===== src/hdl/ctr16_pkg.sv =====
// Constants and types for the 16-bit counter core with byte access.
// Assumes a single system clock and a CPU byte bus on that clock.
package ctr16_pkg;

	// Byte locations on the CPU bus
	localparam int ADDR_W = 3;
	localparam logic [2:0] ADDR_CTRL_A = 3'h0;
	localparam logic [2:0] ADDR_CTRL_B = 3'h1;
	localparam logic [2:0] ADDR_COUNT_LO = 3'h2;
	localparam logic [2:0] ADDR_COUNT_HI = 3'h3;
	localparam logic [2:0] ADDR_FLAGS = 3'h4;

	// Field positions
	localparam int CTRL_A_WGM_LSB = 0;
	localparam int CTRL_B_CS_LSB = 0;
	localparam int CTRL_B_WGM_LSB = 3;
	localparam int FLAGS_OVF_BIT = 0;

	// Reset values
	localparam logic [15:0] COUNT_RESET = 16'h0000;
	localparam logic [7:0] HOLD_RESET = 8'h00;
	localparam logic [2:0] CS_RESET = 3'h0;
	localparam logic [1:0] WGM_PART_RESET = 2'h0;
	localparam logic [7:0] RDATA_RESET = 8'h00;

	// Counter landmarks and fixed tops
	localparam logic [15:0] COUNT_BOTTOM = 16'h0000;
	localparam logic [15:0] COUNT_MAX = 16'hFFFF;
	localparam logic [15:0] TOP_8BIT = 16'h00FF;
	localparam logic [15:0] TOP_9BIT = 16'h01FF;
	localparam logic [15:0] TOP_10BIT = 16'h03FF;
	localparam logic [15:0] COUNT_STEP = 16'h0001;

	// Prescaler width and tap masks
	localparam int PRESC_W = 10;
	localparam logic [9:0] PRESC_RESET = 10'h000;
	localparam logic [9:0] PRESC_MASK_8 = 10'h007;
	localparam logic [9:0] PRESC_MASK_64 = 10'h03F;
	localparam logic [9:0] PRESC_MASK_256 = 10'h0FF;
	localparam logic [9:0] PRESC_MASK_1024 = 10'h3FF;

	// Tick source selection
	typedef enum logic [2:0] {
		CS_STOP = 3'b000,
		CS_DIV1 = 3'b001,
		CS_DIV8 = 3'b010,
		CS_DIV64 = 3'b011,
		CS_DIV256 = 3'b100,
		CS_DIV1024 = 3'b101,
		CS_EXT_FALL = 3'b110,
		CS_EXT_RISE = 3'b111
	} ctr16_clksel_t;

	// Counting sequence families
	typedef enum logic [1:0] {
		SEQ_NORMAL = 2'b00,
		SEQ_CTC = 2'b01,
		SEQ_FAST = 2'b10,
		SEQ_DUAL = 2'b11
	} ctr16_seq_t;

	// Count direction state
	typedef enum logic {
		DIR_UP = 1'b0,
		DIR_DOWN = 1'b1
	} ctr16_dir_t;

endpackage


===== src/hdl/ctr16_tick_if.sv =====
// Tick path between the source selector and the counter core.
// Assumes both ends run on the same system clock.
interface ctr16_tick_if;
	import ctr16_pkg::*;
	ctr16_clksel_t clockSel;
	logic tick;
	modport source (input clockSel, output tick);
	modport sink (output clockSel, input tick);
endinterface


===== src/hdl/ctr16_tick_sel.sv =====
// Tick source selector: prescaler taps and synchronised external pin edges.
// Assumes the external pin is asynchronous to sys_clk.
module ctr16_tick_sel (
	// Clock and reset
	input wire logic sys_clk,
	input wire logic reset,
	// Raw external count pin
	input wire logic extClockPin,
	// Tick path to the core
	ctr16_tick_if.source tickBus
);
	import ctr16_pkg::*;

	logic pinMeta_q;
	logic pinSync_q;
	logic pinLast_q;
	logic [PRESC_W-1:0] presc_q;
	logic [PRESC_W-1:0] presc_d;
	logic pinRise;
	logic pinFall;
	logic tickSel;

	// Two-stage synchroniser, then a third stage for edge detection
	always_ff @(posedge sys_clk) begin
		if (reset) begin
			pinMeta_q <= 1'b0;
			pinSync_q <= 1'b0;
			pinLast_q <= 1'b0;
		end else begin
			pinMeta_q <= extClockPin;
			pinSync_q <= pinMeta_q;
			pinLast_q <= pinSync_q;
		end
	end

	// Free-running prescaler
	assign presc_d = presc_q + PRESC_W'(1);
	always_ff @(posedge sys_clk) begin
		if (reset) begin
			presc_q <= PRESC_RESET;
		end else begin
			presc_q <= presc_d;
		end
	end

	assign pinRise = pinSync_q & ~pinLast_q;
	assign pinFall = ~pinSync_q & pinLast_q;

	// Source selection; stop gives no tick at all
	always_comb begin
		case (tickBus.clockSel)
			CS_STOP: tickSel = 1'b0;
			CS_DIV1: tickSel = 1'b1;
			CS_DIV8: tickSel = &(presc_q | ~PRESC_MASK_8);
			CS_DIV64: tickSel = &(presc_q | ~PRESC_MASK_64);
			CS_DIV256: tickSel = &(presc_q | ~PRESC_MASK_256);
			CS_DIV1024: tickSel = &(presc_q | ~PRESC_MASK_1024);
			CS_EXT_FALL: tickSel = pinFall;
			CS_EXT_RISE: tickSel = pinRise;
			default: tickSel = 1'b0;
		endcase
	end

	assign tickBus.tick = tickSel;

endmodule


===== src/hdl/ctr16_core.sv =====
// 16-bit up/down counter core reached over an 8-bit CPU bus, with shared holding register.
// Assumes a byte bus on sys_clk with one-cycle read and write strobes, and outside units
// that supply compare and capture tops and share the holding register.
module ctr16_core (
	// Clock and reset
	input wire logic sys_clk,
	input wire logic reset,
	// CPU byte bus
	input wire logic [ctr16_pkg::ADDR_W-1:0] busAddr,
	input wire logic busRead,
	input wire logic busWrite,
	input wire logic [7:0] busWrData,
	output logic [7:0] busRdData,
	// External count pin
	input wire logic extClockPin,
	// Sibling wide registers
	input wire logic siblingLoadHigh,
	input wire logic [7:0] siblingHighByte,
	output logic [7:0] holdHighByte,
	input wire logic [15:0] compareTopValue,
	input wire logic [15:0] captureTopValue,
	// Overflow request
	input wire logic overflowAck,
	output logic overflowFlag,
	// Counter status
	output logic [15:0] countValue,
	output logic countAtTop,
	output logic countAtBottom,
	output logic countDown,
	output logic [3:0] waveformMode,
	output logic timerTick
);
	import ctr16_pkg::*;

	ctr16_tick_if tickBus ();

	logic [15:0] count_q;
	logic [15:0] count_d;
	logic [7:0] hold_q;
	logic [7:0] hold_d;
	logic [2:0] clockSel_q;
	logic [1:0] wgmLo_q;
	logic [1:0] wgmHi_q;
	logic ovf_q;
	logic ovf_d;
	ctr16_dir_t dir_q;
	ctr16_dir_t dir_d;
	logic [7:0] rdData_q;
	logic [7:0] rdMux;
	logic [3:0] wgm;
	ctr16_seq_t seqKind;
	logic [15:0] topValue;
	logic tick;
	logic wrCtrlA;
	logic wrCtrlB;
	logic wrLow;
	logic wrHigh;
	logic wrFlags;
	logic rdLow;
	logic atTop;
	logic atBottom;
	logic atMax;
	logic clearNow;
	logic stepDown;
	logic ovfSet;
	logic ovfClear;

	// Tick source selector
	ctr16_tick_sel tickSelInst (
		.sys_clk(sys_clk),
		.reset(reset),
		.extClockPin(extClockPin),
		.tickBus(tickBus)
	);
	assign tickBus.clockSel = ctr16_clksel_t'(clockSel_q);
	assign tick = tickBus.tick;

	// Bus decode
	assign wrCtrlA = busWrite && (busAddr == ADDR_CTRL_A);
	assign wrCtrlB = busWrite && (busAddr == ADDR_CTRL_B);
	assign wrLow = busWrite && (busAddr == ADDR_COUNT_LO);
	assign wrHigh = busWrite && (busAddr == ADDR_COUNT_HI);
	assign wrFlags = busWrite && (busAddr == ADDR_FLAGS);
	assign rdLow = busRead && (busAddr == ADDR_COUNT_LO);

	// Mode field gathered from both control registers
	assign wgm = {wgmHi_q, wgmLo_q};

	// Mode table: sequence family and top of the count
	always_comb begin
		case (wgm)
			4'h0: begin
				seqKind = SEQ_NORMAL;
				topValue = COUNT_MAX;
			end
			4'h1: begin
				seqKind = SEQ_DUAL;
				topValue = TOP_8BIT;
			end
			4'h2: begin
				seqKind = SEQ_DUAL;
				topValue = TOP_9BIT;
			end
			4'h3: begin
				seqKind = SEQ_DUAL;
				topValue = TOP_10BIT;
			end
			4'h4: begin
				seqKind = SEQ_CTC;
				topValue = compareTopValue;
			end
			4'h5: begin
				seqKind = SEQ_FAST;
				topValue = TOP_8BIT;
			end
			4'h6: begin
				seqKind = SEQ_FAST;
				topValue = TOP_9BIT;
			end
			4'h7: begin
				seqKind = SEQ_FAST;
				topValue = TOP_10BIT;
			end
			4'h8, 4'hA: begin
				seqKind = SEQ_DUAL;
				topValue = captureTopValue;
			end
			4'h9, 4'hB: begin
				seqKind = SEQ_DUAL;
				topValue = compareTopValue;
			end
			4'hC: begin
				seqKind = SEQ_CTC;
				topValue = captureTopValue;
			end
			4'hE: begin
				seqKind = SEQ_FAST;
				topValue = captureTopValue;
			end
			4'hF: begin
				seqKind = SEQ_FAST;
				topValue = compareTopValue;
			end
			default: begin
				seqKind = SEQ_NORMAL;
				topValue = COUNT_MAX;
			end
		endcase
	end

	// Landmark compares
	assign atTop = (count_q == topValue);
	assign atBottom = (count_q == COUNT_BOTTOM);
	assign atMax = (count_q == COUNT_MAX);

	// Single-slope sequences with a top restart from zero
	assign clearNow = atTop && ((seqKind == SEQ_CTC) || (seqKind == SEQ_FAST));

	// Dual slope turns down at top and back up at bottom
	assign stepDown = (seqKind == SEQ_DUAL) &&
		(((dir_q == DIR_UP) && atTop) || ((dir_q == DIR_DOWN) && !atBottom));

	// Counter next value; a CPU low-byte write wins over any tick action
	always_comb begin
		if (wrLow) begin
			count_d = {hold_q, busWrData};
		end else if (!tick) begin
			count_d = count_q;
		end else if (clearNow) begin
			count_d = COUNT_BOTTOM;
		end else if (stepDown) begin
			count_d = count_q - COUNT_STEP;
		end else begin
			count_d = count_q + COUNT_STEP;
		end
	end

	// Direction follows the dual-slope turning points
	always_comb begin
		if (seqKind != SEQ_DUAL) begin
			dir_d = DIR_UP;
		end else if (tick && !wrLow) begin
			dir_d = stepDown ? DIR_DOWN : DIR_UP;
		end else begin
			dir_d = dir_q;
		end
	end

	// Holding register: CPU high-byte write, low-byte read capture, sibling capture
	always_comb begin
		if (wrHigh) begin
			hold_d = busWrData;
		end else if (rdLow) begin
			hold_d = count_q[15:8];
		end else if (siblingLoadHigh) begin
			hold_d = siblingHighByte;
		end else begin
			hold_d = hold_q;
		end
	end

	// Overflow point per sequence family; set beats clear
	assign ovfSet = tick && !wrLow && (
		(((seqKind == SEQ_NORMAL) || (seqKind == SEQ_CTC)) && atMax) ||
		((seqKind == SEQ_FAST) && atTop) ||
		((seqKind == SEQ_DUAL) && atBottom && (dir_q == DIR_DOWN)));
	assign ovfClear = (wrFlags && busWrData[FLAGS_OVF_BIT]) || overflowAck;
	assign ovf_d = ovfSet || (ovf_q && !ovfClear);

	// Read data selection
	always_comb begin
		case (busAddr)
			ADDR_CTRL_A: rdMux = {6'h00, wgmLo_q};
			ADDR_CTRL_B: rdMux = {3'h0, wgmHi_q, clockSel_q};
			ADDR_COUNT_LO: rdMux = count_q[7:0];
			ADDR_COUNT_HI: rdMux = hold_q;
			ADDR_FLAGS: rdMux = {7'h00, ovf_q};
			default: rdMux = 8'h00;
		endcase
	end

	// Counter, holding register and direction
	always_ff @(posedge sys_clk) begin
		if (reset) begin
			count_q <= COUNT_RESET;
			hold_q <= HOLD_RESET;
			dir_q <= DIR_UP;
		end else begin
			count_q <= count_d;
			hold_q <= hold_d;
			dir_q <= dir_d;
		end
	end

	// Control fields
	always_ff @(posedge sys_clk) begin
		if (reset) begin
			clockSel_q <= CS_RESET;
			wgmLo_q <= WGM_PART_RESET;
			wgmHi_q <= WGM_PART_RESET;
		end else begin
			if (wrCtrlA) begin
				wgmLo_q <= busWrData[CTRL_A_WGM_LSB +: 2];
			end
			if (wrCtrlB) begin
				clockSel_q <= busWrData[CTRL_B_CS_LSB +: 3];
				wgmHi_q <= busWrData[CTRL_B_WGM_LSB +: 2];
			end
		end
	end

	// Overflow flag and registered read data
	always_ff @(posedge sys_clk) begin
		if (reset) begin
			ovf_q <= 1'b0;
			rdData_q <= RDATA_RESET;
		end else begin
			ovf_q <= ovf_d;
			if (busRead) begin
				rdData_q <= rdMux;
			end
		end
	end

	// Outputs
	assign busRdData = rdData_q;
	assign holdHighByte = hold_q;
	assign overflowFlag = ovf_q;
	assign countValue = count_q;
	assign countAtTop = atTop;
	assign countAtBottom = atBottom;
	assign countDown = (dir_q == DIR_DOWN);
	assign waveformMode = wgm;
	assign timerTick = tick;

	// Checks on the byte access path
	chk_low_write_load: assert property (@(posedge sys_clk) disable iff (reset)
		wrLow |=> countValue == {$past(holdHighByte), $past(busWrData)})
		else $error("low-byte write did not load both bytes");

	chk_low_read_capture: assert property (@(posedge sys_clk) disable iff (reset)
		rdLow |=> (holdHighByte == $past(countValue[15:8])) && (busRdData == $past(countValue[7:0])))
		else $error("low-byte read did not capture the counter");

	chk_high_read_hold: assert property (@(posedge sys_clk) disable iff (reset)
		(busRead && busAddr == ADDR_COUNT_HI) |=> busRdData == $past(holdHighByte))
		else $error("high-byte read did not return the holding register");

	chk_hold_keep_value: assert property (@(posedge sys_clk) disable iff (reset)
		(wrLow && !siblingLoadHigh && !busRead) |=> $stable(holdHighByte))
		else $error("holding register changed across low-byte writes");

	chk_sibling_shared: assert property (@(posedge sys_clk) disable iff (reset)
		(siblingLoadHigh && !busWrite && !busRead) |=> holdHighByte == $past(siblingHighByte))
		else $error("sibling access did not reach the holding register");

	// Checks on counting
	chk_stop_holds: assert property (@(posedge sys_clk) disable iff (reset)
		(clockSel_q == CS_STOP && !wrLow)[*2] |=> $stable(countValue))
		else $error("counter moved with no tick source");

	chk_normal_step: assert property (@(posedge sys_clk) disable iff (reset)
		(tick && !wrLow && seqKind == SEQ_NORMAL) |=> countValue == 16'($past(countValue) + COUNT_STEP))
		else $error("normal sequence did not advance by one");

	chk_wrap_overflow: assert property (@(posedge sys_clk) disable iff (reset)
		(tick && !wrLow && seqKind == SEQ_NORMAL && atMax) |=> overflowFlag && countAtBottom)
		else $error("wrap past the maximum did not set overflow");

	chk_top_restart: assert property (@(posedge sys_clk) disable iff (reset)
		(tick && !wrLow && seqKind == SEQ_CTC && countAtTop) |=> countValue == COUNT_BOTTOM)
		else $error("top of a clear-on-top sequence did not restart");

	chk_dual_turn: assert property (@(posedge sys_clk) disable iff (reset)
		(tick && !wrLow && seqKind == SEQ_DUAL && countAtTop && !countAtBottom) |=>
		countDown ##0 countValue == 16'($past(countValue) - COUNT_STEP))
		else $error("dual slope did not turn down at top");

	chk_flag_sticky: assert property (@(posedge sys_clk) disable iff (reset)
		(overflowFlag && !overflowAck && !wrFlags) |=> overflowFlag)
		else $error("overflow flag dropped without a clear");

	chk_reset_clear: assert property (@(posedge sys_clk)
		reset |=> (countValue == COUNT_RESET) && (holdHighByte == HOLD_RESET) && !overflowFlag && !timerTick)
		else $error("reset left state behind");

	// Main scenarios
	cov_word_write: cover property (@(posedge sys_clk) disable iff (reset)
		(busWrite && busAddr == ADDR_COUNT_HI) ##1 wrLow);
	cov_word_read: cover property (@(posedge sys_clk) disable iff (reset)
		rdLow ##1 (busRead && busAddr == ADDR_COUNT_HI));
	cov_write_beats_tick: cover property (@(posedge sys_clk) disable iff (reset) wrLow && tick);
	cov_overflow_set: cover property (@(posedge sys_clk) disable iff (reset) ovfSet && ovfClear);

endmodule


===== config.mk =====
export PLATFORM = sky130hd
export DESIGN_NAME = ctr16_core
export DESIGN_NICKNAME = d
export VERILOG_FILES = /design/src/hdl/ctr16_pkg.sv /design/src/hdl/ctr16_tick_if.sv /design/src/hdl/ctr16_tick_sel.sv /design/src/hdl/ctr16_core.sv
export SDC_FILE = /design/constraint.sdc
export NUM_CORES = 1
export LEC_CHECK = 0
export ABC_AREA = 1
export ABC_CLOCK_PERIOD_IN_PS = 9700
export BUFFER_PORTS_ARGS = -buffer_cell sky130_fd_sc_hd__clkbuf_2
export CAP_MARGIN = 15
export CORE_MARGIN = 5
export CORE_UTILIZATION = 55
export DETAILED_ROUTE_END_ITERATION = 7
export PLACE_DENSITY = 0.82
export SLEW_MARGIN = 20
export SYNTH_ARGS = -nofsm -noshare
export SYNTH_HDL_FRONTEND = slang
export SYNTH_SLANG_ARGS = --single-unit

===== constraint.sdc =====
create_clock -name sys_clk -period 9.7 [get_ports sys_clk]
set_clock_uncertainty 0.1 [all_clocks]
set_input_delay 1.94 -clock sys_clk [delete_from_list [all_inputs] [get_ports sys_clk]]
set_output_delay 1.94 -clock sys_clk [all_outputs]
set_load 0.02 [all_outputs]

# Word level (Yosys, flattened, before mapping)
# Index checks and enable logic that the tools add are counted.
# op_classes
addsub	3
reduce_logical	47
multipliers	0
n_shift	0
mux	12
magnitude_cmp	0
bitwise_logic	5
n_eq_ne	31
div_mod_pow	0
# ops
op	n
16-bit case mux with 5 select lines	1
16-bit 2-to-1 mux	4
8-bit case mux with 5 select lines	1
4-bit equality test, second input constant	7
8-bit 2-to-1 mux	3
1-bit logical AND	18
16-bit by 1-bit adder with 16-bit output, second input constant	1
16-bit equality test	1
16-bit equality test, second input constant	1
4-bit by 3-bit equality test with 1-bit output, second input constant	4
16-bit logical NOT	1
16-bit by 1-bit subtractor with 16-bit output, second input constant	1
3-bit equality test, second input constant	5
3-bit by 2-bit equality test with 1-bit output, second input constant	4
10-bit by 1-bit adder with 10-bit output, second input constant	1
10-bit AND reduction	1
2-bit OR reduction	5
4-bit by 2-bit equality test with 1-bit output, second input constant	2
1-bit case mux with 8 select lines	1
8-bit AND reduction	1
4-bit OR reduction	2
1-bit logical OR	7
7-bit OR reduction	1
3-bit by 1-bit equality test with 1-bit output, second input constant	2
16 further kinds	23
# word_totals
ff_bits	54
mem_bits_rw	0
in_bits	58
rom_bits	0
wordCells	110
latch_bits	0
n_memories	0
out_inout_bits	41

# Logic depth before layout (Yosys ltp)
# Gate-level depths: netlist of run 1.
# logic_depth
depth_word	11
mapped_depth	30
ltp_nobuf	29

# Cells and area by module
# From an unflattened synthesis of run 1, not the netlist that was laid out.
# unflattened
hier_cells	637
hier_area_um2	4028.9
# by_module_without_submodules
mod	area_each_um2	seq_area_each_um2	n_inst	cells_each
ctr16_core	3432.0	820.8	1	553
ctr16_tick_sel	596.8	260.2	1	84

# Least setup slack after synthesis of run 1
# No wires, ideal clock.
# synth_path
path_type	input-to-reg
from	in captureTopValue[8]
to	reg count_q[12] (netlist: countValue[12])
n_path_buf	0
cell_stages	25
setup_time_ns	0.132
required_time_ns	9.468
arrival_time_ns	4.637
slack_ns	4.830
path_cell_list	nand2_1 o21ai_0 inv_1 nand3_1 nand2_1 nand2_1 nor2_1 nand2_1 nor2_2 nand2_2 nand2_1 nand2_1 inv_1 ha_1 a21oi_1 nand2_1 nand2_1 nand2_1 nand2_1 o21ai_0 a31oi_1 o21ai_0 or2_2 nand3_1 a31oi_1
# synth_between
elab_chain_cells	9
elab_cells_between_ends	10
cone_classes	eq/ne (1); mux (5); reduce/logical (4)
# synth_rtl
element	line_no	rtl
start: declaration	ctr16_core.sv:21	input wire logic [15:0] captureTopValue,
16-bit case mux with 5 select lines	ctr16_core.sv:91	case (wgm)
16-bit equality test	ctr16_core.sv:152	assign atTop = (count_q == topValue);
1-bit logical AND	ctr16_core.sv:161	(((dir_q == DIR_UP) && atTop) || ((dir_q == DIR_DOWN) && !atBottom));
1-bit logical OR	ctr16_core.sv:161	
1-bit logical AND	ctr16_core.sv:160	assign stepDown = (seqKind == SEQ_DUAL) &&
net stepDown	ctr16_core.sv:64	logic stepDown;
16-bit 2-to-1 mux	ctr16_core.sv:171	end else if (stepDown) begin
16-bit 2-to-1 mux	ctr16_core.sv:169	end else if (clearNow) begin
16-bit 2-to-1 mux	ctr16_core.sv:167	end else if (!tick) begin
16-bit 2-to-1 mux	ctr16_core.sv:165	if (wrLow) begin
end signal: assignment	ctr16_core.sv:229	count_q <= count_d;
end: declaration	ctr16_core.sv:37	logic [15:0] count_q;
# The timed path passes the listed nets, and every way through them passes these cells. The select of a mux whose other input is x is not followed.
# A chain may end at the register's enable or synchronous reset.

# Final worst setup path of run 1
# layout_path
from	in captureTopValue[9]
to	reg count_q[12] (netlist: countValue[12])
# The elaborated chain is that of the path after synthesis.

==> metrics.md, run 1 <==
| Metric | Value |
|---|---|
| Clock root cell | clkbuf_8 |
| FF+latch count, synth | 54 |
| Routed Antenna Nets | 0 |
| Final worst slack | 4450 ps |
| PwrDens | 102 nW/um^2 |
| Die Ht | 95.2 um |
| Layout area overhead | 15.4% |
| Sequential share of power | 0.509 |
| Largest net degree at the start of global routing | 37 |
| First-pass GRT wire length | 21.0 mm |
| DRC Markers | 0 |
| Post-CTS Setup Repair Bufs | 0 |
| Router iterations before antenna repair | 8 |
| RR Endpoint | countValue[12] |
| Gr ovfl total | 0 |
| R2R cell count | 24 |
| Initial antenna violation count | 0 |
| Syn. warnings | 0 |
| Port Buffer Count | 98 |
| NumNets Final | 793 |
| Hold Crit Class | reg -> reg |
| Syn nets | 703 |
| Initial core utilization | 0.556 |
| Worst slew pin tran | 1130 ps |
| CTS Buf Count | 5 |
| Worst path arrival time | 5320 ps |
| Slew HR | 0.243 |
| Skew-Pair Late Insertion Delay | 310 ps |
| CTS max path bufs | 2 |
| Hold Vio Cnt, Final | 0 |
| Core area | 7180 sq um |
| Sequential share of the synthesized area | 0.271 |
| Largest area contributor in the netlist | dfxtp_1 |
| Setup TNS | 0 ps |
| DP HPWL | 10.5 mm |
| Syn Std Cell Area | 3990 sq um |
| CTS sink count | 54 |
| Overall global routing resource usage | 0.296 |
| Fill cells | 685 |
| Number of global-route vias before repair | 4265 |
| Clock power share | 0.280 |
| Status | finished, final reports clean |
| Fmax | 190 MHz |
| Worst Setup EP | countValue[12] |
| Detailed-route vias per instance | 5.81 |
| Crit Reg-Reg Startpoint | wgmHi_q[0] |
| Psw | 0.157 mW |
| Reg area | 1080 sq um |
| Ant. Diodes | 0 |
| Min Clock Period, post-route | 5250 ps |
| Clk pin slew, worst setup/hold paths | 100 ps |
| Crit. End Element | flip-flop |
| Internal Pwr Total | 0.315 mW |
| Final WL | 13.6 mm |
| Cells after Synth | 624 |
| Worst EP required | 9760 ps |
| Gate power share | 0.212 |
| H-tree levels | 2 |
| RSZ-0062 raised after global routing | false |
| Final period utilization | 0.542 |
| TritonCTS clock tree | built |
| Worst vdd ir | 0.0879 mV |
| Post-CTS Resized | 0 |
| Ports | 99 |
| Yosys cell types | 40 |
| Sw frac | 0.332 |
| Wire per inst | 16.7 um |
| Layout cells sized above 1 | 0.180 |
| Pre-CTS WS | 4170 ps |
| Detailed router's first-iteration violation count | 438 |
| Max cap viols | 0 |
| Class of the most critical setup path | in -> reg |
| Critical-path maximum fanout | 15 |
| Core Rows | 31 |
| Synth top area share | 0.271 |
| Setup-failing EPs final | 0 |
| Slew Limit Fails | 0 |
| Worst Hold Launch | tickSelInst.pinMeta_q |
| Via count | 4731 |
| Mean post-synth cell area | 6.40 sq um |
| Worst hold margin | 316 ps |
| Die ar. | 9060 sq um |
| Leakage | 2.07 nW |
| Worst setup path startpoint | captureTopValue[9] |
| Startpoint Class | input port |
| Routability cong. | 1.04 |
| Die width | 95.2 um |
| R2R Setup Slk | 5070 ps |
| Multi-input gate area | 2520 sq um |
| Synth top area cells | dfxtp_1, nand2_1, inv_1 |
| Hold Buf Count CTS | 0 |
[cell usage in the layout, fill, tap and decap left out, types with 20 or more instances in the layout]
| master | count |
|---|---|
| a21oi_1 | 45 |
| clkbuf_2 | 98 |
| dfxtp_1 | 54 |
| ha_1 | 20 |
| inv_1 | 76 |
| nand2_1 | 169 |
| nand3_1 | 52 |
| nand4_1 | 23 |
| nor2_1 | 44 |
| o21ai_0 | 32 |
[power by group through the flow]
stage | logic (mW) | clock network (mW) | registers, mW
after global placement | 0.0959 | 0 | 0.244
after floorplan | 0.0585 | 0 | 0.247
after CTS | 0.0984 | 0.132 | 0.239
after detailed placement | 0.0978 | 0 | 0.245
final | 0.0998 | 0.132 | 0.240
after global routing | 0.110 | 0.143 | 0.241
[Yosys cell counts, drive strengths merged]
library cell  instances
nand3b                2
a21oi                45
o21bai                1
nor4                  4
xor2                  4
inv                  79
nand4                23
a221oi                2
buf                   7
o31ai                 1
o211ai               11
clkinv                2
a31oi                15
fa                    1
nor3                  9
o2111ai               3
o221ai                5
o41ai                 1
dfxtp                54
nand2               176
clkbuf                8
nor2                 48
o22ai                 6
o311ai                1
o21ai                33
ha                   20
or2                   4
xnor2                 3
nand3                56
[stage by stage]
| stage | cell area, sq um | total power [mW] | instances | util |
|---|---|---|---|---|
| floorplan | 3990 | 0.306 | 624 | - |
| global placement | 4520 | 0.340 | 806 | 0.630 |
| detailed placement | 4520 | 0.342 | 806 | 0.630 |
| CTS | 4610 | 0.470 | 814 | 0.642 |
| global route | 4610 | 0.493 | 814 | 0.642 |
| finish | 4610 | 0.472 | 814 | 0.642 |
[critical path, cell delays in order]
cell,delay (ps)
clkbuf_2,80
nand2_1,50
nand2_1,50
inv_1,90
nand3_1,90
nand2_1,70
nand2_1,50
nor2_1,110
nand2_1,80
nor2_2,100
nand2_2,90
nand2_1,110
nand2_1,110
inv_1,440
ha_1,390
a21oi_1,160
nand2_1,90
nand2_1,110
nand2_1,60
nand2_1,100
o21ai_0,130
a31oi_1,260
o21ai_0,130
or2_2,280
nand3_1,80
a31oi_1,70
[worst min-delay path by stage]
stage	cells past startpoint	to	slack, ps
final	2	tickSelInst.pinSync_q	320
after global routing	2	tickSelInst.pinSync_q	340
after CTS	2	tickSelInst.pinSync_q	320
after detailed placement	2	tickSelInst.pinSync_q	300
after global placement	2	tickSelInst.pinSync_q	300
after floorplan	2	tickSelInst.pinSync_q	290
[flip-flops by register name, summed over array words and instances (netlist names)]
register               flops
busRdData                  8
clockSel_q                 3
countDown                  1
countValue                16
holdHighByte               8
overflowFlag               1
tickSelInst.pinLast_q      1
tickSelInst.pinMeta_q      1
tickSelInst.pinSync_q      1
tickSelInst.presc_q       10
wgmHi_q                    2
wgmLo_q                    2
[cell type report]
| class | instances | area share |
|---|---|---|
| Clock inverter | 2 | 0.00353 |
| Multi-Input combinational cell | 474 | 0.547 |
| Clock buffer | 6 | 0.0157 |
| Sequential cell | 54 | 0.235 |
| Inverter | 81 | 0.0660 |
| Timing Repair Buffer | 98 | 0.106 |
| Tap cell | 99 | 0.0269 |
[kinds of logic (layout without fill, tap and decap cells)]
| kind of cell | Yosys count | in the layout | synth area share |
|---|---|---|---|
| AO/OA/AOI/OAI | 124 | 124 | 0.184 |
| XOR/XNOR | 7 | 7 | 0.0154 |
| adder cells (fa/ha/maj) | 21 | 21 | 0.0677 |
| buffers and inverters | 96 | 187 | 0.0981 |
| flip-flops | 54 | 54 | 0.271 |
| AND/OR/NAND/NOR | 322 | 322 | 0.364 |
[per-layer routing]
metal / global-route usage / vias to the layer above / part of all wire
li1: - / 2299 / -
met1: 0.388 / 2162 / 0.42
met2: 0.486 / 235 / 0.46
met3: 0.0442 / 35 / 0.083
met4: 0.121 / 0 / 0.029
met5: 0 / - / 0
Power figures use the tool's default switching activity.
==> inputs of run 2 (changes only) <==
--- a/config.mk
+++ b/config.mk
@@ -6,13 +6,13 @@
 export NUM_CORES = 1
 export LEC_CHECK = 0
 export ABC_AREA = 1
-export ABC_CLOCK_PERIOD_IN_PS = 9700
+export ABC_CLOCK_PERIOD_IN_PS = 5200
 export BUFFER_PORTS_ARGS = -buffer_cell sky130_fd_sc_hd__clkbuf_2
 export CAP_MARGIN = 15
 export CORE_MARGIN = 5
-export CORE_UTILIZATION = 55
+export CORE_UTILIZATION = 54
 export DETAILED_ROUTE_END_ITERATION = 7
-export PLACE_DENSITY = 0.82
+export PLACE_DENSITY = 0.81
 export SLEW_MARGIN = 20
 export SYNTH_ARGS = -nofsm -noshare
 export SYNTH_HDL_FRONTEND = slang
==> constraint.sdc (replaced) <==
create_clock -name sys_clk -period 5.2 [get_ports sys_clk]
set_clock_uncertainty 0.1 [all_clocks]
set_input_delay 1.04 -clock sys_clk [delete_from_list [all_inputs] [get_ports sys_clk]]
set_output_delay 1.04 -clock sys_clk [all_outputs]
set_load 0.02 [all_outputs]
==> run 2 against run 1 <==
Against the previous run:
- via count fell by 0.23%
- sequential share of layout area fell by 0.17 points
- combinational power rose by 90%
- critical path depth did not move
- total power rose by 89%
- worst setup slack got worse by 3700 ps
- sequential cell count did not move
- non-clock buffer count rose by 3
- sequential power rose by 86%
- first-iteration DRC count rose by 11%
- clock power rose by 94%
- die area rose by 1.7%
- critical endpoint is now countValue[11]
==> metrics.md, run 2 (synthesis results as in run 1) <==
| Metric | Value |
|---|---|
| Status | finished, final reports clean |
| NumNets Final | 796 (+0.38%) |
| CTS Buf Count | 5 (unchanged) |
| Psw | 0.290 mW (+85%) |
| Hold Vio Cnt, Final | 0 (unchanged) |
| Ant. Diodes | 0 (unchanged) |
| Fmax | 226 MHz |
| Initial antenna violation count | 0 (unchanged) |
| Final non-filler cell total | 817 (+0.37%) |
| Hold Crit Class | reg -> reg |
| Total power | 0.891 mW (+89%) |
| Final worst slack | 779 ps (-3670 ps) |
| Worst hold margin | 314 ps (-2.01 ps) |
| DP HPWL | 10.7 mm (+1.9%) |
| Gr ovfl total | 0 (unchanged) |
| Post-CTS Resized | 0 (unchanged) |
| Clock root cell | clkbuf_8 |
| CTS sink count | 54 (unchanged) |
| Setup-failing EPs final | 0 (unchanged) |
| Crit. End Element | flip-flop |
| First-pass GRT wire length | 21.6 mm (+2.8%) |
| Gate power share | 0.213 (about the same) |
| Worst EP required | 5330 ps (-4430 ps) |
| H-tree levels | 2 (unchanged) |
| Detailed-route vias per instance | 5.78 (-0.60%) |
| Sw frac | 0.325 (-0.00666) |
| Detailed router's first-iteration violation count | 484 (+11%) |
| Layout area overhead | 16.3% |
| Worst path arrival time | 4560 ps (-760 ps) |
| Port Buffer Count | 98 (unchanged) |
| PwrDens | 192 nW/um^2 (+88%) |
| Ports | 99 (unchanged) |
| DP Area | 4540 sq um (+0.50%) |
| Post-CTS Setup Repair Bufs | 0 (unchanged) |
| TritonCTS clock tree | built |
| Internal Pwr Total | 0.602 mW (+91%) |
| Clock power share | 0.287 (+0.007) |
| Sequential share of power | 0.501 (-0.008) |
| Startpoint Class | flip-flop |
| Slew Limit Fails | 0 (unchanged) |
| Pre-CTS WS | 925 ps (-3250 ps) |
| Hold Buf Count CTS | 0 (unchanged) |
| Final WL | 13.4 mm (-1.1%) |
| Min Clock Period, post-route | 4420 ps |
| Die ar. | 9210 sq um (+1.7%) |
| Number of global-route vias before repair | 4401 (+3.2%) |
| Overall global routing resource usage | 0.301 (+0.00489) |
| Final instance area | 4640 sq um (+0.73%) |
| Commonest non-fill, non-tap cell in the layout | nand2_1 |
| Most frequent cells in the layout | nand2_1, clkbuf_2, inv_1, dfxtp_1, nand3_1 |
| Routed Antenna Nets | 0 (unchanged) |
| Cells after DPL | 809 (+0.37%) |
| Wire per inst | 16.4 um (-1.5%) |
| Class of the most critical setup path | reg -> reg |
| Routability cong. | 0.960 (-7.6%) |
| Slew HR | 0.362 (+0.118) |
| Skew-Pair Late Insertion Delay | 310 ps (about the same) |
| Core area | 7210 sq um (+0.54%) |
| Largest net degree at the start of global routing | 37 (unchanged) |
| CTS max path bufs | 2 (unchanged) |
| DRC Markers | 0 (unchanged) |
| Clk pin slew, worst setup/hold paths | 100 ps (about the same) |
| Via count | 4720 (-0.23%) |
| RSZ-0062 raised after global routing | false |
| Post-layout util | 0.643 (+0.00123) |
| Worst slew pin tran | 954 ps (-177 ps) |
| Worst vdd ir | 0.200 mV (+130%) |
| Setup TNS | 0 ps (unchanged) |
| Initial core utilization | 0.553 (-0.00299) |
| Max reg flops | 16 (unchanged) |
| Leakage | 2.09 nW (+1.2%) |
| Final period utilization | 0.850 |
| Core Rows | 31 (unchanged) |
| Die Ht | 96.0 um (+0.82%) |
| Layout cells sized above 1 | 0.185 (+0.00482) |
| Router iterations before antenna repair | 5 (-3) |
| Critical-path maximum fanout | 17 (+2) |
| Max cap viols | 0 (unchanged) |
| Die width | 96.0 um (+0.82%) |
run 2: changes by cell type in the layout (fill, tap and decap cells not counted):
cell / delta
inv_6: -1
clkbuf_8: +1
clkbuf_1: -1
clkinv_4: +2
buf_4: +3
clkinvlp_4: -1
run 2: power by group through the flow:
stage	clock (mW)	combinational (mW)	sequential, mW
finish	0.256	0.190	0.446
global route	0.279	0.209	0.448
CTS	0.257	0.187	0.446
detailed placement	0	0.186	0.455
global placement	0	0.182	0.455
floorplan	0	0.109	0.462
run 2: area by class of cell:
| class | instances | area, sq um |
|---|---|---|
| Clock buffer | 6 | 82.6 |
| Multi-Input combinational cell | 474 | 2520 |
| Inverter | 81 | 304 |
| Fill cell | 725 | 2570 |
| Clock inverter | 2 | 17.5 |
| Timing Repair Buffer | 101 | 513 |
| Sequential cell | 54 | 1080 |
| Tap cell | 99 | 124 |
run 2: final timing paths:
path	from	slack [ps]	cells after the start	endpoint
hold / removal	tickSelInst.pinMeta_q	310	2	tickSelInst.pinSync_q
hold reg to reg	tickSelInst.pinMeta_q	310	2	tickSelInst.pinSync_q
setup / recovery	wgmHi_q[1]	780	26	countValue[11]
setup reg to reg	wgmHi_q[1]	780	26	countValue[11]
run 2: critical path, stage by stage (launching register included):
cell      delay [ps]
dfxtp_1          530
nand3_2          400
nand2_4          220
nand2_4          140
nand4_1          120
nand2_1           60
nor2_1            90
nand2_1           90
nor2_2           130
nand2_2           90
nand2_1          110
nand2_1          110
inv_1            220
ha_1             340
a21oi_1          230
o21ai_0          110
nor2_1           180
nor2_1            60
inv_1             70
nand3b_1          90
o21ai_0          150
o21ai_0          190
nand2_1          100
nand2_1           70
a21oi_1          110
o21ai_0           90
a21oi_1          120
run 2: metal layers:
layer  vias to the layer above  track usage  wire length [um]
met1                      2124        0.401              5620
met4                         0        0.123               493
met5                         -            0                 0
met2                       257        0.482              6060
li1                       2299            -                 -
met3                        40       0.0493              1260
==> inputs of run 3 (changes only) <==
--- a/config.mk
+++ b/config.mk
@@ -10,9 +10,10 @@
 export BUFFER_PORTS_ARGS = -buffer_cell sky130_fd_sc_hd__clkbuf_2
 export CAP_MARGIN = 15
 export CORE_MARGIN = 5
-export CORE_UTILIZATION = 54
+export CORE_UTILIZATION = 55
+export CTS_BUF_LIST = sky130_fd_sc_hd__clkbuf_2 sky130_fd_sc_hd__clkbuf_4 sky130_fd_sc_hd__clkbuf_8
 export DETAILED_ROUTE_END_ITERATION = 7
-export PLACE_DENSITY = 0.81
+export PLACE_DENSITY = 0.82
 export SLEW_MARGIN = 20
 export SYNTH_ARGS = -nofsm -noshare
 export SYNTH_HDL_FRONTEND = slang
==> run 3 against run 2 <==
Against the previous run:
- fmax about the same
- sequential share of layout area down 0.10 points
- combinational power is essentially flat
- non-clock buffer count increased by 1
- die area shrank 1.6%
- register-to-register slack about the same
- wire length is 1.4% higher
- clock power grew 14%
- total power increased by 4.0%
- critical endpoint unchanged
- largest cell class unchanged
- highest routed layer unchanged
==> metrics.md, run 3 (synthesis results as in run 1) <==
| Metric | Value |
|---|---|
| DP HPWL | 10.7 mm (-0.24%) |
| NumNets Final | 797 (+0.13%) |
| Setup-failing EPs final | 0 (unchanged) |
| Layout cells sized above 1 | 0.186 (+0.00113) |
| CTS Buf Count | 5 (unchanged) |
| Fmax | 226 MHz (about the same) |
| Max reg flops | 16 (unchanged) |
| Cells after DPL | 810 (+0.12%) |
| Gr ovfl total | 0 (unchanged) |
| Worst EP required | 5330 ps (about the same) |
| Ant. Diodes | 0 (unchanged) |
| Overall global routing resource usage | 0.302 (+0.000793) |
| Final instance area | 4660 sq um (+0.43%) |
| GRT Max-Usage Layer | met2 |
| Die width | 95.2 um (-0.82%) |
| Router iterations before antenna repair | 5 (unchanged) |
| Clock root cell | clkbuf_8 |
| Initial core utilization | 0.556 (+0.00299) |
| Most frequent cells in the layout | nand2_1, clkbuf_2, inv_1, dfxtp_1, nand3_1 |
| Routability cong. | 0.967 (+0.77%) |
| Final period utilization | 0.851 (about the same) |
| Critical-path top delay cell | dfxtp_1 |
| Skew-Pair Late Insertion Delay | 310 ps (about the same) |
| Class of the most critical setup path | reg -> reg |
| CTS max path bufs | 2 (unchanged) |
| Crit. End Element | flip-flop |
| Core Rows | 31 (unchanged) |
| Clk pin slew, worst setup/hold paths | 100 ps (about the same) |
| First-pass GRT wire length | 21.4 mm (-0.83%) |
| DRC Markers | 0 (unchanged) |
| Detailed-route vias per instance | 5.80 (+0.39%) |
| Largest net degree at the start of global routing | 37 (unchanged) |
| Number of global-route vias before repair | 4314 (-2.0%) |
| Final non-filler cell total | 818 (+0.12%) |
| Critical-path maximum fanout | 17 (unchanged) |
| Port Buffer Count | 98 (unchanged) |
| Final WL | 13.6 mm (+1.4%) |
| Max cap viols | 0 (unchanged) |
| Slew Limit Fails | 0 (unchanged) |
| Crit-path max cell delay | 550 ps (+20 ps) |
| Most used cell, CP | nand2_1 |
| Top delay family on crit path | simple AND/OR/NAND/NOR gates |
| TritonCTS clock tree | built |
| Hold Vio Cnt, Final | 0 (unchanged) |
| Die Ht | 95.2 um (-0.82%) |
| Min Clock Period, post-route | 4420 ps (+1.47 ps) |
| Hold Buf Count CTS | 0 (unchanged) |
| Worst vdd ir | 0.167 mV (-16%) |
| Status | finished, final reports clean |
| Routed Antenna Nets | 0 (unchanged) |
| Setup TNS | 0 ps (unchanged) |
| Worst path arrival time | 4550 ps (about the same) |
| H-tree levels | 2 (unchanged) |
| Met1 usage | 0.414 (+0.0128) |
| Ports | 99 (unchanged) |
| CTS sink count | 54 (unchanged) |
| Global Route met2 Usage | 0.483 (+0.000921) |
| Initial antenna violation count | 0 (unchanged) |
| Hold Crit Class | reg -> reg |
| Commonest non-fill, non-tap cell in the layout | nand2_1 |
| Detailed router's first-iteration violation count | 468 (-3.3%) |
| Slew HR | 0.271 (-0.0908) |
| Via count | 4744 (+0.51%) |
| Die ar. | 9060 sq um (-1.6%) |
| Worst slew pin tran | 1090 ps (+136 ps) |
| RSZ-0062 raised after global routing | false |
| Post-CTS Setup Repair Bufs | 0 (unchanged) |
| Core area | 7180 sq um (-0.54%) |
| Wire per inst | 16.6 um (+1.2%) |
| Post-CTS Resized | 0 (unchanged) |
| Grt met3 use | 0.0410 (-0.00822) |
| Leakage | 2.11 nW (+0.60%) |
| Layout area overhead | 16.8% |
| Startpoint Class | flip-flop |
| Crit path buffers/inverters | 2 (unchanged) |
| DP Area | 4550 sq um (+0.17%) |
| PwrDens | 199 nW/um^2 (+3.5%) |
[run 3: cell types whose count changed in the layout (fill, tap and decap cells not counted)]
cell / change
clkinv_4: -2
buf_4: +1
bufinv_16: +1
clkbuf_8: -1
clkinv_2: +1
inv_6: +1
[run 3: path summary, 6_finish.rpt]
path                         start                     to  slack [ps]  cells past startpoint
max                     wgmHi_q[0]         countValue[11]         780                     26
min          tickSelInst.pinMeta_q  tickSelInst.pinSync_q         310                      2
max reg2reg             wgmHi_q[0]         countValue[11]         780                     26
min reg2reg  tickSelInst.pinMeta_q  tickSelInst.pinSync_q         310                      2
[run 3: power by group]
group | switching, mW | internal (mW)
clock network | 0.147 | 0.145
registers | 0.0173 | 0.428
logic | 0.126 | 0.0641
total | 0.290 | 0.636
[run 3: final cells by class]
cell class | count | area (sq um)
multi-input cells | 474 | 2520
clock inverters | 3 | 43.8
flip-flops and latches | 54 | 1080
repair buffers | 102 | 520
inverters | 81 | 304
fillers | 650 | 2510
clock buffers | 5 | 68.8
well taps | 99 | 124
[run 3: through the flow]
step,power [mW],setup WS (ps),hold slack [ps],util
5_1_grt,0.968,229,335,0.650
4_1_cts,0.927,858,319,0.650
6_report,0.927,777,315,0.650
3_5_place_dp,0.640,819,301,0.634
3_3_place_gp,0.636,992,295,0.634
2_1_floorplan,0.571,1230,288,-
[run 3: routing by layer]
metal	wire length, um	part of all wire	up-vias
li1	-	-	2308
met1	5740	0.42	2141
met2	6120	0.45	262
met3	1330	0.097	33
met4	429	0.032	0
met5	0	0	-
[run 3: tightest hold or removal path, cell delays in order (launching register included)]
cell and delay, ps:
dfxtp_1 310, inv_1 40, nor2_1 30
